`src/core/mls_pkg.sv`:
```
// Purpose: shared constants and types for the mac loopback and start indication block
// Assumes: one 10 MHz clock, byte-wide streams on both sides
// Notes:   register indices are word indices; byte address is four times the index
package mls_pkg;

  // ==========================================================================
  // bus geometry
  localparam int          ADDR_W        = 18;
  localparam int          DATA_W        = 32;
  localparam int          REG_W         = 16;
  localparam logic [1:0]  RESP_OKAY     = 2'h0;
  localparam logic [1:0]  RESP_SLVERR   = 2'h2;

  // ==========================================================================
  // register indices, reset values and writable masks
  localparam logic [15:0] LOOPBACK_IDX  = 16'h8055;
  localparam logic [15:0] SOP_CTRL_IDX  = 16'h805A;
  localparam logic [15:0] LOOPBACK_RST  = 16'h000A;
  localparam logic [15:0] SOP_CTRL_RST  = 16'h001B;
  localparam logic [15:0] LOOPBACK_MASK = 16'h000F;
  localparam logic [15:0] SOP_CTRL_MASK = 16'h003F;

  // ==========================================================================
  // field positions of the loopback configuration register
  localparam int LB_LOCAL_EN_BIT   = 0;
  localparam int LB_TX_SUPP_BIT    = 1;
  localparam int LB_REMOTE_EN_BIT  = 2;
  localparam int LB_RX_SUPP_BIT    = 3;

  // field positions of the start indication control register
  localparam int SOP_RX_EN_BIT     = 0;
  localparam int SOP_RX_SFD_BIT    = 1;
  localparam int SOP_RX_LEN_BIT    = 2;
  localparam int SOP_TX_EN_BIT     = 3;
  localparam int SOP_TX_SFD_BIT    = 4;
  localparam int SOP_TX_LEN_BIT    = 5;

  // ==========================================================================
  // frame constants
  localparam logic [7:0]  SFD_BYTE       = 8'hD5;
  localparam logic [3:0]  PREAMBLE_LIMIT = 4'h8;

  // start indication tracker states, one-hot
  typedef enum logic [3:0] {
    MLS_IDLE   = 4'b0001,
    MLS_PRE    = 4'b0010,
    MLS_ACTIVE = 4'b0100,
    MLS_SKIP   = 4'b1000
  } mls_sop_state_type;

endpackage

```
`src/core/mls_sop_detect.sv`:
```
// Purpose: start-of-packet indication tracker for one direction
// Assumes: dv_i and data_i come from logic on the same clock
// Notes:   indication is registered, so it lines up with a one-cycle delayed stream
`timescale 1ns/10ps
module mls_sop_detect
  import mls_pkg::*;
(
  input  wire logic       clock_i,    // block clock
  input  wire logic       rst_n_i,    // synchronised reset, active low
  input  wire logic       en_i,       // indication generation enable
  input  wire logic       sfd_mode_i, // assert on delimiter instead of valid
  input  wire logic       len_chk_i,  // assert after eight bytes without delimiter
  input  wire logic       dv_i,       // frame valid of the watched stream
  input  wire logic [7:0] data_i,     // byte of the watched stream
  output logic            sop_o       // start-of-packet indication
);

  // ==========================================================================
  // state
  mls_sop_state_type state_reg;
  mls_sop_state_type state_next;
  logic [3:0]        count_reg;
  logic [3:0]        count_next;
  wire               is_sfd = (data_i == SFD_BYTE);
  wire               at_limit = (count_reg == PREAMBLE_LIMIT - 4'h1);

  // next state; a frame seen while disabled is skipped to its end
  always_comb begin
    state_next = state_reg;
    count_next = count_reg;
    case (state_reg)
      MLS_IDLE: begin
        if (dv_i) begin
          if (!en_i) begin
            state_next = MLS_SKIP;
          end else if (!sfd_mode_i || is_sfd) begin
            state_next = MLS_ACTIVE;
          end else begin
            state_next = MLS_PRE;
            count_next = 4'h1;
          end
        end
      end
      MLS_PRE: begin
        if (!dv_i) begin
          state_next = MLS_IDLE;
        end else if (!en_i) begin
          state_next = MLS_SKIP;
        end else if (is_sfd) begin
          state_next = MLS_ACTIVE;
        end else if (at_limit) begin
          // eighth byte without delimiter
          state_next = len_chk_i ? MLS_ACTIVE : MLS_SKIP;
        end else begin
          count_next = count_reg + 4'h1;
        end
      end
      MLS_ACTIVE: begin
        if (!dv_i) begin
          state_next = MLS_IDLE;                 // held until frame end or disable
        end else if (!en_i) begin
          state_next = MLS_SKIP;
        end
      end
      MLS_SKIP: begin
        if (!dv_i) begin
          state_next = MLS_IDLE;
        end
      end
      default: begin
        state_next = MLS_IDLE;
      end
    endcase
  end

  // state flops
  always_ff @(posedge clock_i or negedge rst_n_i) begin
    if (!rst_n_i) begin
      state_reg <= MLS_IDLE;
      count_reg <= 4'h0;
    end else begin
      state_reg <= state_next;
      count_reg <= count_next;
    end
  end

  assign sop_o = (state_reg == MLS_ACTIVE);

endmodule // mls_sop_detect

```
`src/core/mls_top.sv`:
```
// Purpose: mac interface loopbacks and start-of-packet indications with axi4-lite registers
// Assumes: mac and phy byte streams run on clock_i; 10 MHz clock
// Notes:   local loop feeds the mac receive side, remote loop feeds the phy transmit side
//
// The AXI4-Lite slave port was left to the implementer.
`timescale 1ns/10ps
module mls_top
  import mls_pkg::*;
(
  input  wire logic                      clock_i,         // 10 MHz block clock
  input  wire logic                      rst_b_i,         // async reset, active low
  // axi4-lite slave
  input  wire logic [mls_pkg::ADDR_W-1:0] s_axi_awaddr_i, // write address
  input  wire logic                      s_axi_awvalid_i, // write address valid
  output logic                           s_axi_awready_o, // write address ready
  input  wire logic [mls_pkg::DATA_W-1:0] s_axi_wdata_i,  // write data
  input  wire logic [3:0]                s_axi_wstrb_i,   // write byte strobes
  input  wire logic                      s_axi_wvalid_i,  // write data valid
  output logic                           s_axi_wready_o,  // write data ready
  output logic [1:0]                     s_axi_bresp_o,   // write response
  output logic                           s_axi_bvalid_o,  // write response valid
  input  wire logic                      s_axi_bready_i,  // write response ready
  input  wire logic [mls_pkg::ADDR_W-1:0] s_axi_araddr_i, // read address
  input  wire logic                      s_axi_arvalid_i, // read address valid
  output logic                           s_axi_arready_o, // read address ready
  output logic [mls_pkg::DATA_W-1:0]     s_axi_rdata_o,   // read data
  output logic [1:0]                     s_axi_rresp_o,   // read response
  output logic                           s_axi_rvalid_o,  // read data valid
  input  wire logic                      s_axi_rready_i,  // read data ready
  // mac side
  input  wire logic [7:0]                mac_txd_i,       // transmit byte from mac
  input  wire logic                      mac_tx_en_i,     // transmit enable from mac
  output logic [7:0]                     mac_rxd_o,       // receive byte to mac
  output logic                           mac_rx_dv_o,     // receive valid to mac
  output logic                           rx_sop_o,        // receive start indication
  output logic                           tx_sop_o,        // transmit start indication
  // phy side
  input  wire logic [7:0]                phy_rxd_i,       // receive byte from phy
  input  wire logic                      phy_rx_dv_i,     // receive valid from phy
  output logic [7:0]                     phy_txd_o,       // transmit byte to phy
  output logic                           phy_tx_en_o      // transmit enable to phy
);

  // ==========================================================================
  // reset release through two flops; assertion is immediate
  logic rst_meta_reg;
  logic rst_n;

  always_ff @(posedge clock_i or negedge rst_b_i) begin
    if (!rst_b_i) begin
      rst_meta_reg <= 1'b0;
      rst_n        <= 1'b0;
    end else begin
      rst_meta_reg <= 1'b1;
      rst_n        <= rst_meta_reg;
    end
  end

  // ==========================================================================
  // axi4-lite write channel: address and data latched in either order
  logic                aw_held_reg;
  logic [ADDR_W-1:0]   aw_addr_reg;
  logic                w_held_reg;
  logic [DATA_W-1:0]   w_data_reg;
  logic [3:0]          w_strb_reg;
  logic                bvalid_reg;
  logic [1:0]          bresp_reg;
  logic [REG_W-1:0]    loopback_reg;
  logic [REG_W-1:0]    sop_ctrl_reg;

  wire               do_write   = aw_held_reg && w_held_reg && !bvalid_reg;
  wire [15:0]        wr_index   = aw_addr_reg[ADDR_W-1:2];
  wire               wr_hit_lb  = (wr_index == LOOPBACK_IDX);
  wire               wr_hit_sop = (wr_index == SOP_CTRL_IDX);
  // only the low two lanes hold register bits; upper lanes are ignored
  wire [REG_W-1:0]   lane_mask  = {{8{w_strb_reg[1]}}, {8{w_strb_reg[0]}}};
  wire [REG_W-1:0]   wr_low     = w_data_reg[REG_W-1:0];
  wire [REG_W-1:0]   lb_merged  = (loopback_reg & ~lane_mask) | (wr_low & lane_mask);
  wire [REG_W-1:0]   sop_merged = (sop_ctrl_reg & ~lane_mask) | (wr_low & lane_mask);

  assign s_axi_awready_o = !aw_held_reg && !bvalid_reg;
  assign s_axi_wready_o  = !w_held_reg && !bvalid_reg;
  assign s_axi_bvalid_o  = bvalid_reg;
  assign s_axi_bresp_o   = bresp_reg;

  // write channel holding flops and response
  always_ff @(posedge clock_i or negedge rst_n) begin
    if (!rst_n) begin
      aw_held_reg <= 1'b0;
      aw_addr_reg <= '0;
      w_held_reg  <= 1'b0;
      w_data_reg  <= '0;
      w_strb_reg  <= 4'h0;
      bvalid_reg  <= 1'b0;
      bresp_reg   <= RESP_OKAY;
    end else begin
      if (s_axi_awvalid_i && s_axi_awready_o) begin
        aw_held_reg <= 1'b1;
        aw_addr_reg <= s_axi_awaddr_i;
      end
      if (s_axi_wvalid_i && s_axi_wready_o) begin
        w_held_reg <= 1'b1;
        w_data_reg <= s_axi_wdata_i;
        w_strb_reg <= s_axi_wstrb_i;
      end
      if (do_write) begin
        aw_held_reg <= 1'b0;
        w_held_reg  <= 1'b0;
        bvalid_reg  <= 1'b1;
        bresp_reg   <= (wr_hit_lb || wr_hit_sop) ? RESP_OKAY : RESP_SLVERR;
      end else if (bvalid_reg && s_axi_bready_i) begin
        bvalid_reg <= 1'b0;
      end
    end
  end

  // control registers; reserved bits are forced to zero
  always_ff @(posedge clock_i or negedge rst_n) begin
    if (!rst_n) begin
      loopback_reg <= LOOPBACK_RST;
      sop_ctrl_reg <= SOP_CTRL_RST;
    end else if (do_write) begin
      if (wr_hit_lb) begin
        loopback_reg <= lb_merged & LOOPBACK_MASK;
      end
      if (wr_hit_sop) begin
        sop_ctrl_reg <= sop_merged & SOP_CTRL_MASK;
      end
    end
  end

  // ==========================================================================
  // axi4-lite read channel: answer one cycle after the address is taken
  logic              rvalid_reg;
  logic [DATA_W-1:0] rdata_reg;
  logic [1:0]        rresp_reg;

  wire [15:0]        rd_index   = s_axi_araddr_i[ADDR_W-1:2];
  wire               rd_hit_lb  = (rd_index == LOOPBACK_IDX);
  wire               rd_hit_sop = (rd_index == SOP_CTRL_IDX);
  wire [REG_W-1:0]   rd_value   = rd_hit_lb  ? loopback_reg :
                                  rd_hit_sop ? sop_ctrl_reg : '0;

  assign s_axi_arready_o = !rvalid_reg;
  assign s_axi_rvalid_o  = rvalid_reg;
  assign s_axi_rdata_o   = rdata_reg;
  assign s_axi_rresp_o   = rresp_reg;

  // read data register
  always_ff @(posedge clock_i or negedge rst_n) begin
    if (!rst_n) begin
      rvalid_reg <= 1'b0;
      rdata_reg  <= '0;
      rresp_reg  <= RESP_OKAY;
    end else if (s_axi_arvalid_i && s_axi_arready_o) begin
      rvalid_reg <= 1'b1;
      rdata_reg  <= {{(DATA_W-REG_W){1'b0}}, rd_value};
      rresp_reg  <= (rd_hit_lb || rd_hit_sop) ? RESP_OKAY : RESP_SLVERR;
    end else if (rvalid_reg && s_axi_rready_i) begin
      rvalid_reg <= 1'b0;
    end
  end

  // ==========================================================================
  // loopback steering
  wire lb_en       = loopback_reg[LB_LOCAL_EN_BIT];
  wire lb_tx_supp  = loopback_reg[LB_TX_SUPP_BIT];
  wire rem_en      = loopback_reg[LB_REMOTE_EN_BIT];
  wire rem_rx_supp = loopback_reg[LB_RX_SUPP_BIT];

  // local loop wins the mac receive side; suppressed phy data reads as idle
  wire       rx_block   = rem_en && rem_rx_supp;
  wire       rx_dv_src  = lb_en ? mac_tx_en_i : (!rx_block && phy_rx_dv_i);
  wire [7:0] rx_data_src = lb_en ? mac_txd_i : (rx_block ? 8'h00 : phy_rxd_i);
  // remote loop wins the phy transmit side
  wire       tx_block   = lb_en && lb_tx_supp;
  wire       tx_en_src  = rem_en ? phy_rx_dv_i : (!tx_block && mac_tx_en_i);
  wire [7:0] tx_data_src = rem_en ? phy_rxd_i : (tx_block ? 8'h00 : mac_txd_i);

  // registered stream outputs, one cycle of latency on both paths
  always_ff @(posedge clock_i or negedge rst_n) begin
    if (!rst_n) begin
      mac_rxd_o   <= 8'h00;
      mac_rx_dv_o <= 1'b0;
      phy_txd_o   <= 8'h00;
      phy_tx_en_o <= 1'b0;
    end else begin
      mac_rxd_o   <= rx_data_src;
      mac_rx_dv_o <= rx_dv_src;
      phy_txd_o   <= tx_data_src;
      phy_tx_en_o <= tx_en_src;
    end
  end

  // ==========================================================================
  // start-of-packet trackers; receive watches the stream before its output flop, transmit the mac input
  wire rx_det_en  = sop_ctrl_reg[SOP_RX_EN_BIT];
  wire rx_sfd_md  = sop_ctrl_reg[SOP_RX_SFD_BIT];
  wire rx_len_chk = sop_ctrl_reg[SOP_RX_LEN_BIT];
  wire tx_det_en  = sop_ctrl_reg[SOP_TX_EN_BIT];

  mls_sop_detect u_rx_sop (
    .clock_i    (clock_i),
    .rst_n_i    (rst_n),
    .en_i       (rx_det_en),
    .sfd_mode_i (rx_sfd_md),
    .len_chk_i  (rx_len_chk),
    .dv_i       (rx_dv_src),
    .data_i     (rx_data_src),
    .sop_o      (rx_sop_o)
  );

  // transmit tracker sees the mac's own transmit stream
  mls_sop_detect u_tx_sop (
    .clock_i    (clock_i),
    .rst_n_i    (rst_n),
    .en_i       (tx_det_en),
    .sfd_mode_i (sop_ctrl_reg[SOP_TX_SFD_BIT]),
    .len_chk_i  (sop_ctrl_reg[SOP_TX_LEN_BIT]),
    .dv_i       (mac_tx_en_i),
    .data_i     (mac_txd_i),
    .sop_o      (tx_sop_o)
  );
endmodule // mls_top

```
`config.mk`:
```
export PLATFORM = sky130hd
export DESIGN_NAME = mls_top
export DESIGN_NICKNAME = d
export VERILOG_FILES = /design/src/core/mls_pkg.sv /design/src/core/mls_sop_detect.sv /design/src/core/mls_top.sv
export SDC_FILE = /design/constraint.sdc
export NUM_CORES = 1
export LEC_CHECK = 0
export BUFFER_PORTS_ARGS = -buffer_cell sky130_fd_sc_hd__buf_4
export CORE_ASPECT_RATIO = 0.8
export CORE_MARGIN = 2
export CORE_UTILIZATION = 48
export DETAILED_ROUTE_END_ITERATION = 16
export PLACE_DENSITY_LB_ADDON = 0.2
export SYNTH_ARGS = -nofsm -noshare
export SYNTH_HDL_FRONTEND = slang
export SYNTH_SLANG_ARGS = --single-unit
```
`constraint.sdc`:
```
create_clock -name clock_i -period 2.9 [get_ports clock_i]
set_input_delay 0.435 -clock clock_i [delete_from_list [all_inputs] [get_ports clock_i]]
set_output_delay 0.435 -clock clock_i [all_outputs]
set_load 0.05 [all_outputs]
```
After elaboration in Yosys (flattened, before gate mapping). Index checks and enable logic that the tools add are counted.

ROM bits: 0. Memories: 0. Word-level logic and storage cells: 161. Register bits: 95. Bits of input ports: 97. RAM bits: 0. Latch bits: 0.

Add/sub/neg operators: 2. Reduce and logical (&&, ||, !) cells: 37. Mux-type cells: 58. Eq/ne operators: 36. Multiply operators: 0. $lt $le $gt $ge: 0. Bitwise logic cells: 6. Shifts and indexed selects: 0. Divide/modulo/power cells: 0.

Operator list (number): $mux W4 (34); $eq A16 B16 Y1 const B (4); $mux W8 (4); $ne A2 B2 Y1 const B (16); $pmux W4 S4 (2); $eq A4 B3 Y1 const B (4); $eq A8 B8 Y1 const B (2); $pmux W4 S2 (2); $reduce_and A8 Y1 (2); $logic_and A1 B1 Y1 (13); $and A6 B6 Y6 (2); $mux W6 (2); $reduce_bool A2 Y1 (6); $mux W1 (10); $ne A5 B3 Y1 const B (2); $add A4 B1 Y4 const B (2); $eq A4 B1 Y1 const B (2); $eq A4 B2 Y1 const B (2); $eq A4 B4 Y1 const B (2); $logic_not A1 Y1 (8); $reduce_and A4 Y1 (2); $mux W3 (2); $ne A3 B3 Y1 const B (2); $not A6 Y6 (1); 6 further kinds (11).

Depth between registers and ports, before layout. Gate-level depths: netlist of the first run.

Word-level depth: 9. Depth in mapped cells: 8.

By module. A second synthesis of the first run with hierarchy kept.

Cells, all modules: 350. Area, all modules: 4232.8 µm².

Modules (own cells, without submodules): mls_top (seq. area each 1634.1 µm², instances 1, area each 2851.5 µm², cells an instance 200); mls_sop_detect at u_tx_sop (seq. area each 201.4 µm², instances 1, area each 696.9 µm², cells an instance 76); mls_sop_detect at u_rx_sop (seq. area each 201.4 µm², instances 1, area each 684.4 µm², cells an instance 74).

Worst setup path before layout of the first run. Ideal clock, no wire load.

Kind: register to register. From: register u_tx_sop.state_reg[1]. To: register u_tx_sop.state_reg[3]. Path slack: 0.066 ns. Arrival: 2.715 ns. Library setup time: 0.119 ns. Period minus slack after synthesis: 2.834 ns. Required time: 2.781 ns. Cell stages (with the launch flop): 6. Cells stage by stage: dfrtp_1 > nor4_1 > o21ai_1 > nand2b_1 > nor2_1 > o21a_1.

Cells in the longest elaborated chain, start to end: 3. Elaborated cells on any way between the ends: 10.

Ends and longest elaborated chain: start, declared (line mls_sop_detect.sv:20) `mls_sop_state_type state_reg;`; start signal, assigned (line mls_sop_detect.sv:82) `state_reg <= state_next;`; $eq A4 B3 Y1 (*); named net tx_sop_o (line mls_top.sv:36) `output logic tx_sop_o,`; $ne A3 B3 Y1 (no source line); $reduce_and A4 Y1 (no source line).

The timed path passes the listed nets; every way through them passes the cells marked *. A chain may end at the register's enable or synchronous reset.

==> metrics.csv, run 1 <==
stage,metric,value,unit
grt,initial antenna violation count,0,
logic_synthesis,post-synthesis cell area,0.00389,mm²
drt,post-DR wirelength/cell,14.7,µm
layout,share of cells above drive strength 1,0.373,
logic_synthesis,ys async rst share,1.00,
power_and_ir_drop,Max VDD drop,0.328,mV
grt,GRT busiest layer,met2,
cts,Clock Tree Root,clkbuf_8,
grt,routing usage on met1,0.257,
logic_synthesis,Synth cell types,62,
timing,Rel. slew slack,0.354,
drt,mean number of vias per cell,5.20,
setup_path,Worst EP arrival,2550,ps
setup_path,crit-path max FO,14,
setup_path,crit start category,register,
cts,Worst-Skew Late Latency,350,ps
cts,maximum clock insertion buffer count,2,
grt,routing usage on met3,0.0590,
timing,part of the cycle the worst path needs,0.798,
layout,"Area growth, synth to finish",24.0,%
logic_synthesis,Post-synth EDFFs,0,
flow_run,Max-Cap Viols,0,
setup_path,r2r endpoint,u_rx_sop.state_reg[3],
timing,Setup TNS,0,ps
timing,fmax,432,MHz
grt,All-Layer GR Usage,0.190,
cts,TritonCTS sink count,81,
placement,# port buffers,96,
timing,Worst Skew,10.2,ps
worst_hold_path,type of the tightest min-delay check,input port to register,
floorplanning,Die X,105,µm
drt,Post-Route WL,8.06,mm
setup_path,Critical Path RT,3130,ps
timing,final-report setup violation count,0,
worst_hold_path,min-delay src,s_axi_bready_i,
floorplanning,floorplan core area,0.00791,mm²
setup_path,Setup crit end kind,register,
layout,# fillers,683,
placement,dpl hpwl,5.95,mm
layout,FF+latch area,0.00204,mm²
outcome,status,"complete, no violations",
drt,DR iter-0 viols,89,
drt,"antenna viol nets, final",0,
layout,final net count,536,
cts,CTS tree,yes,
grt,final global-route overflow total,0,
logic_synthesis,Synth area leader,dfrtp_1,
cts,clk slew on worst S/H paths,80,ps
cts,TritonCTS Buffers,9,
floorplanning,I/O pin cnt,158,
floorplanning,Initial Util,0.491,
grt,number of global-route vias before repair,2841,
worst_hold_path,worst hold stages,2,
timing,Final Hold Vio Count,0,
timing,RSZ-0062 raised after global routing,no,
layout,ant diodes,0,
timing,max-slew violations,0,
drt,# DRC,0,
cts,CTS HTree Levels,3,
floorplanning,row count,29,
drt,first-pass detailed-route iteration total,4,
worst_hold_path,Hold EP,s_axi_bvalid_o,
timing,Tmin final,2310,ps
floorplanning,die height,84.5,µm
power_and_ir_drop,pwr dens,696,mW/mm²
grt,first-pass GRT wire length,13.4,mm
logic_synthesis,post-synthesis register bit count,81,
setup_path,cell count of the worst reg-to-reg path,7,
logic_synthesis,gate count of the mapped netlist,340,
setup_path,Reg2Reg Setup Slack,590,ps
power_and_ir_drop,leak pwr,0.00225,µW
logic_synthesis,Mapped Avg Cell Area,11.4,µm²
logic_synthesis,Yosys warning total,0,
grt,grt met2 use,0.299,
placement,gpl congestion,0.864,
drt,DR vias,2858,
logic_synthesis,ys flop type,dfrtp_1,
logic_synthesis,Synth top area share,0.470,
cts,setup bufs post-CTS,0,
floorplanning,die footprint,0.00884,mm²
setup_path,CP Class,register to register,
layout,multi-input gate area in the final layout,0.00165,mm²
power_and_ir_drop,total power,3360,µW
grt,largest net degree at the start of global routing,80,
timing,worst-margin pin slew,969,ps
logic_synthesis,Synth area leaders,"dfrtp_1 47%, mux2_2 9.3%, buf_4 5.4%",
logic_synthesis,sequential-to-total area share from yosys stat,0.524,
==> logic make-up after synthesis <==
kind of cell / synth area share
AO/OA/AOI/OAI: 0.137
XOR/XNOR: 0.00225
adder cells (fa/ha/maj): 0.00644
buffers and inverters: 0.0779
flip-flops: 0.524
multiplexers: 0.100
other: 0.00193
AND/OR/NAND/NOR: 0.150
==> through the flow <==
| step | instances | utilization | cell area, µm² | hold slack, ps | setup WS [ps] |
|---|---|---|---|---|---|
| after floorplan | 367 | - | 3990 | 139 | 66.2 |
| after global placement | 533 | 0.580 | 4590 | 217 | 683 |
| after detailed placement | 533 | 0.580 | 4590 | 218 | 638 |
| after CTS | 550 | 0.610 | 4820 | 248 | 628 |
| after global routing | 550 | 0.610 | 4820 | 248 | 499 |
| final | 550 | 0.610 | 4820 | 261 | 587 |
==> what timing repair did <==
action                                 CTS  global route
setup endpoints to repair                0             0
gates resized for setup                  0             0
endpoints found under the hold margin    2             0
hold buffers                             1             0
==> critical path, stage by stage (launching register included) <==
cell     delay, ps
dfrtp_1        660
a21oi_2        200
a22oi_2        420
inv_1          180
a21bo_2        230
a31oi_1        160
o22ai_1        110
a32o_1         240
==> where the power goes <==
group,internal [µW],switching (µW),leakage (µW),total [µW]
Sequential,1370,190,0.000985,1560
Combinational,402,499,0.00116,901
Clock,511,387,0.000107,898
Total,2280,1080,0.00225,3360
==> area by class of cell <==
class,count,share of cell area
well taps,108,0.0280
multi-input cells,237,0.342
repair buffers,98,0.153
flip-flops and latches,81,0.423
clock buffers,12,0.0301
clock inverters,4,0.0158
inverters,10,0.00778
==> per-layer routing <==
metal,share of wire,wire (µm)
met1,0.45,3620
met2,0.47,3800
met3,0.068,547
met4,0.011,89
met5,0,0
==> how the worst max path moves through the flow <==
| stage | start | cells past startpoint | to |
|---|---|---|---|
| 6_report | register | 7 | u_rx_sop.state_reg[3] |
| 5_1_grt | register | 6 | u_rx_sop.state_reg[2] |
| 4_1_cts | register | 7 | u_rx_sop.state_reg[3] |
| 3_5_place_dp | register | 7 | u_rx_sop.state_reg[3] |
| 3_3_place_gp | register | 7 | u_rx_sop.state_reg[3] |
| 2_1_floorplan | u_tx_sop.state_reg[1] | 5 | u_tx_sop.state_reg[3] |
==> layout by cell type (no fill, tap or decap), types with 5 or more instances in the layout <==
cell type and count:
conb_1 29, nand3_1 9, nand2_1 26, buf_4 97, o21ai_0 17, dfrtp_1 72, dfstp_2 8, clkbuf_8 10
mux2_2 32, inv_1 9, a22o_1 17, nor2_1 19, a21oi_1 6, nor2b_1 5
==> cells in the mapped netlist (all sizes together) (6+ instances only) <==
master,instances
a22o,17
nand2,26
o21ai,22
mux2,32
nand3,9
a21oi,7
dfrtp,73
dfstp,8
buf,33
clkbuf,6
inv,10
nor2,19
No activity file was read; power rests on OpenSTA's default activity.
==> run 2: changes to the inputs <==
- ABC_AREA: not set -> 1
- CORE_UTILIZATION: 48 -> 49
- clock period: 2.9 -> 2.42 ns (I/O delays scaled with it)
==> metrics.csv, run 2 <==
stage,metric,value,unit,change
power_and_ir_drop,sw frac,0.377,,was 0.321
logic_synthesis,Mapped Avg Cell Area,8.65,µm²,was 11.4 µm²
floorplanning,Die X,105,µm,about the same
logic_synthesis,Post-synth top cells,"109 x nand2_1, 73 x dfrtp_1, 48 x nor2_1",,"was 73 x dfrtp_1, 32 x mux2_2, 28 x buf_4"
layout,final net count,664,,was 536
floorplanning,floorplan core area,0.00791,mm²,unchanged
timing,part of the cycle the worst path needs,0.778,,was 0.798
drt,first-pass detailed-route iteration total,4,,unchanged
power_and_ir_drop,Seq pwr share,0.453,,was 0.464
power_and_ir_drop,net switching power,1520,µW,was 1080 µW
drt,Post-Route WL,8.45,mm,was 8.06 mm
layout,post-route design area,0.00491,mm²,was 0.00482 mm²
cts,Worst-Skew Late Latency,360,ps,was 350 ps
logic_synthesis,Synth top area share,0.457,,was 0.470
placement,Placed Cells incl. Taps,661,,was 533
setup_path,CP Class,register to register,,unchanged
drt,DR vias,3281,,"was 2,858"
setup_path,crit-path max FO,14,,unchanged
timing,Rel. slew slack,0.347,,was 0.354
timing,hold slack,188,ps,was 261 ps
setup_path,Worst EP arrival,2130,ps,was 2550 ps
drt,mean number of vias per cell,4.84,,was 5.20
grt,final global-route overflow total,0,,unchanged
floorplanning,I/O pin cnt,158,,unchanged
cts,CTS HTree Levels,3,,unchanged
logic_synthesis,Yosys warning total,0,,unchanged
grt,number of global-route vias before repair,3051,,"was 2,841"
flow_run,Max-Cap Viols,0,,unchanged
cts,CTS tree,yes,,unchanged
setup_path,Crit path largest cell delay,650,ps,was 660 ps
floorplanning,die footprint,0.00890,mm²,was 0.00884 mm²
cts,Clock Tree Root,clkbuf_8,,unchanged
grt,first-pass GRT wire length,14.4,mm,was 13.4 mm
timing,Final Hold Vio Count,0,,unchanged
power_and_ir_drop,Internal Power,2510,µW,was 2280 µW
cts,TritonCTS Buffers,9,,unchanged
logic_synthesis,Synth cell types,41,,was 62
cts,clk slew on worst S/H paths,80,ps,about the same
logic_synthesis,Synth area leader,dfrtp_1,,unchanged
layout,Layout Cells excl Fill,678,,was 550
timing,fmax,531,MHz,was 432 MHz
layout,share of cells above drive strength 1,0.277,,was 0.373
power_and_ir_drop,pwr dens,822,mW/mm²,was 696 mW/mm²
drt,"antenna viol nets, final",0,,unchanged
outcome,status,"complete, no violations",,unchanged
placement,gpl congestion,0.852,,was 0.864
timing,Tmin final,1880,ps,was 2310 ps
logic_synthesis,sequential-to-total area share from yosys stat,0.510,,was 0.524
logic_synthesis,"count leader, synth",nand2_1,,was dfrtp_1
placement,Placement Cell Area,0.00472,mm²,was 0.00459 mm²
logic_synthesis,post-synthesis register bit count,81,,unchanged
floorplanning,row count,29,,unchanged
logic_synthesis,ys async rst share,1.00,,unchanged
logic_synthesis,Post-synth EDFFs,0,,unchanged
timing,worst-margin pin slew,980,ps,was 969 ps
logic_synthesis,Synth area leaders,"dfrtp_1 46%, nand2_1 10%, buf_4 5.3%",,"was dfrtp_1 47%, mux2_2 9.3%, buf_4 5.4%"
timing,max-slew violations,0,,unchanged
grt,initial antenna violation count,0,,unchanged
floorplanning,die height,84.8,µm,was 84.5 µm
setup_path,crit start category,register,,unchanged
drt,# DRC,0,,unchanged
floorplanning,Initial Util,0.505,,was 0.491
timing,final-report setup violation count,0,,unchanged
placement,# port buffers,96,,unchanged
timing,Worst Skew,10.0,ps,was 10.2 ps
setup_path,Setup crit end kind,register,,unchanged
setup_path,crit path cell chain,"inv_2, o21ai_4, nand2_2, a21oi_2, nand3_2, nand2_1, nand2_1",,"was a21oi_2, a22oi_2, inv_1, a21bo_2, a31oi_1, o22ai_1, a32o_1"
setup_path,CP max-delay cell,dfrtp_1,,unchanged
power_and_ir_drop,clock share of power,0.224,,was 0.268
worst_hold_path,type of the tightest min-delay check,input port to register,,unchanged
power_and_ir_drop,Combinational Power Share,0.323,,was 0.268
setup_path,Critical Path RT,2670,ps,was 3130 ps
drt,post-DR wirelength/cell,12.5,µm,was 14.7 µm
power_and_ir_drop,leak pwr,0.00254,µW,was 0.00225 µW
grt,largest net degree at the start of global routing,79,,was 80
logic_synthesis,gate count of the mapped netlist,462,,was 340
layout,# fillers,709,,was 683
power_and_ir_drop,Max VDD drop,0.883,mV,was 0.328 mV
cts,TritonCTS sink count,81,,unchanged
layout,"Area growth, synth to finish",22.8,%,was 24.0%
cts,maximum clock insertion buffer count,2,,unchanged
layout,"most common cell after layout, fill and taps aside",nand2_1,,was buf_4
setup_path,"Top cell by count, worst path",nand2_1,,
logic_synthesis,post-synthesis cell area,0.00400,mm²,was 0.00389 mm²
logic_synthesis,ys flop type,dfrtp_1,,unchanged
grt,All-Layer GR Usage,0.204,,was 0.190
layout,most frequent cells in the layout,"109 x nand2_1, 98 x buf_4, 72 x dfrtp_1, 48 x nor2_1, 45 x inv_1",,"was 97 x buf_4, 72 x dfrtp_1, 32 x mux2_2, 29 x conb_1, 26 x nand2_1"
layout,ant diodes,0,,unchanged
timing,Setup TNS,0,ps,unchanged
timing,RSZ-0062 raised after global routing,no,,unchanged
drt,DR iter-0 viols,221,,was 89
placement,dpl hpwl,6.34,mm,was 5.95 mm
==> run 2: power by group through the flow <==
stage / logic [µW] / clock network, µW / registers (µW)
floorplan: 825 / 0 / 2000
global placement: 1270 / 0 / 1840
detailed placement: 1310 / 0 / 1860
CTS: 1310 / 935 / 1830
global route: 1430 / 993 / 1870
finish: 1300 / 903 / 1830
==> run 2: path summary, 6_finish.rpt <==
path | startpoint | to | slack, ps | depth (start not counted)
worst max-delay path | register | u_rx_sop.count_reg[1] | 540 | 7
worst min-delay path | s_axi_rready_i | s_axi_rvalid_o | 190 | 2
worst max register to register | register | u_rx_sop.count_reg[1] | 540 | 7
worst min register to register | rst_meta_reg | rst_n | 360 | 0
max in group asynchronous | rst_n | asynchronous set/reset pin | 1200 | 1
min in group asynchronous | rst_b_i | rst_n | 320 | 2
==> run 2: layer usage <==
metal / global-route usage / wire length, µm
met2: 0.305 / 3660
met1: 0.291 / 4060
met3: 0.0528 / 661
met5: 0 / 0
met4: 0.0667 / 71
==> run 2: cell type report <==
| type | count | area [µm²] | share of cell area |
|---|---|---|---|
| clock buffers | 9 | 124 | 0.0252 |
| clock inverters | 7 | 52.6 | 0.0107 |
| well taps | 108 | 135 | 0.0275 |
| multi-input cells | 327 | 1630 | 0.333 |
| inverters | 47 | 176 | 0.0359 |
| repair buffers | 99 | 746 | 0.152 |
| flip-flops and latches | 81 | 2040 | 0.416 |
==> run 2: what timing repair did <==
action / 4_1_cts / 5_1_grt
hold endpoints to repair: 2 / 0
endpoints found under the setup margin: 0 / 0
setup buffers: 0 / 0
gates resized for setup: 0 / 0
hold buffers: 1 / 0
==> run 2: cells by family (layout without fill, tap and decap cells) <==
logic type,count (synthesis),after routing,share of synthesized area
fa+ha+maj,2,2,0.00626
other cells,2,29,0.00188
xor+xnor,2,2,0.00438
simple gates,225,225,0.246
buf+inv,81,162,0.107
compound gates,54,54,0.0823
flops,81,81,0.510
mux,15,15,0.0423
==> run 2: through the flow <==
stage          power (µW)  setup WS, ps   util
6_report             4030           538  0.621
5_1_grt              4300           401  0.621
4_1_cts              4080           558  0.621
3_5_place_dp         3170           571  0.597
3_3_place_gp         3120           616  0.597
2_1_floorplan        2820          1.74      -
==> run 2: worst max-delay path, delay by kind of cell, from the launching register on <==
| kind | cells | cell delay, ps |
|---|---|---|
| DFF | 1 | 650 |
| buffers and inverters | 1 | 190 |
| and+or+nand+nor | 4 | 430 |
| AOI/OAI and AO/OA | 2 | 500 |
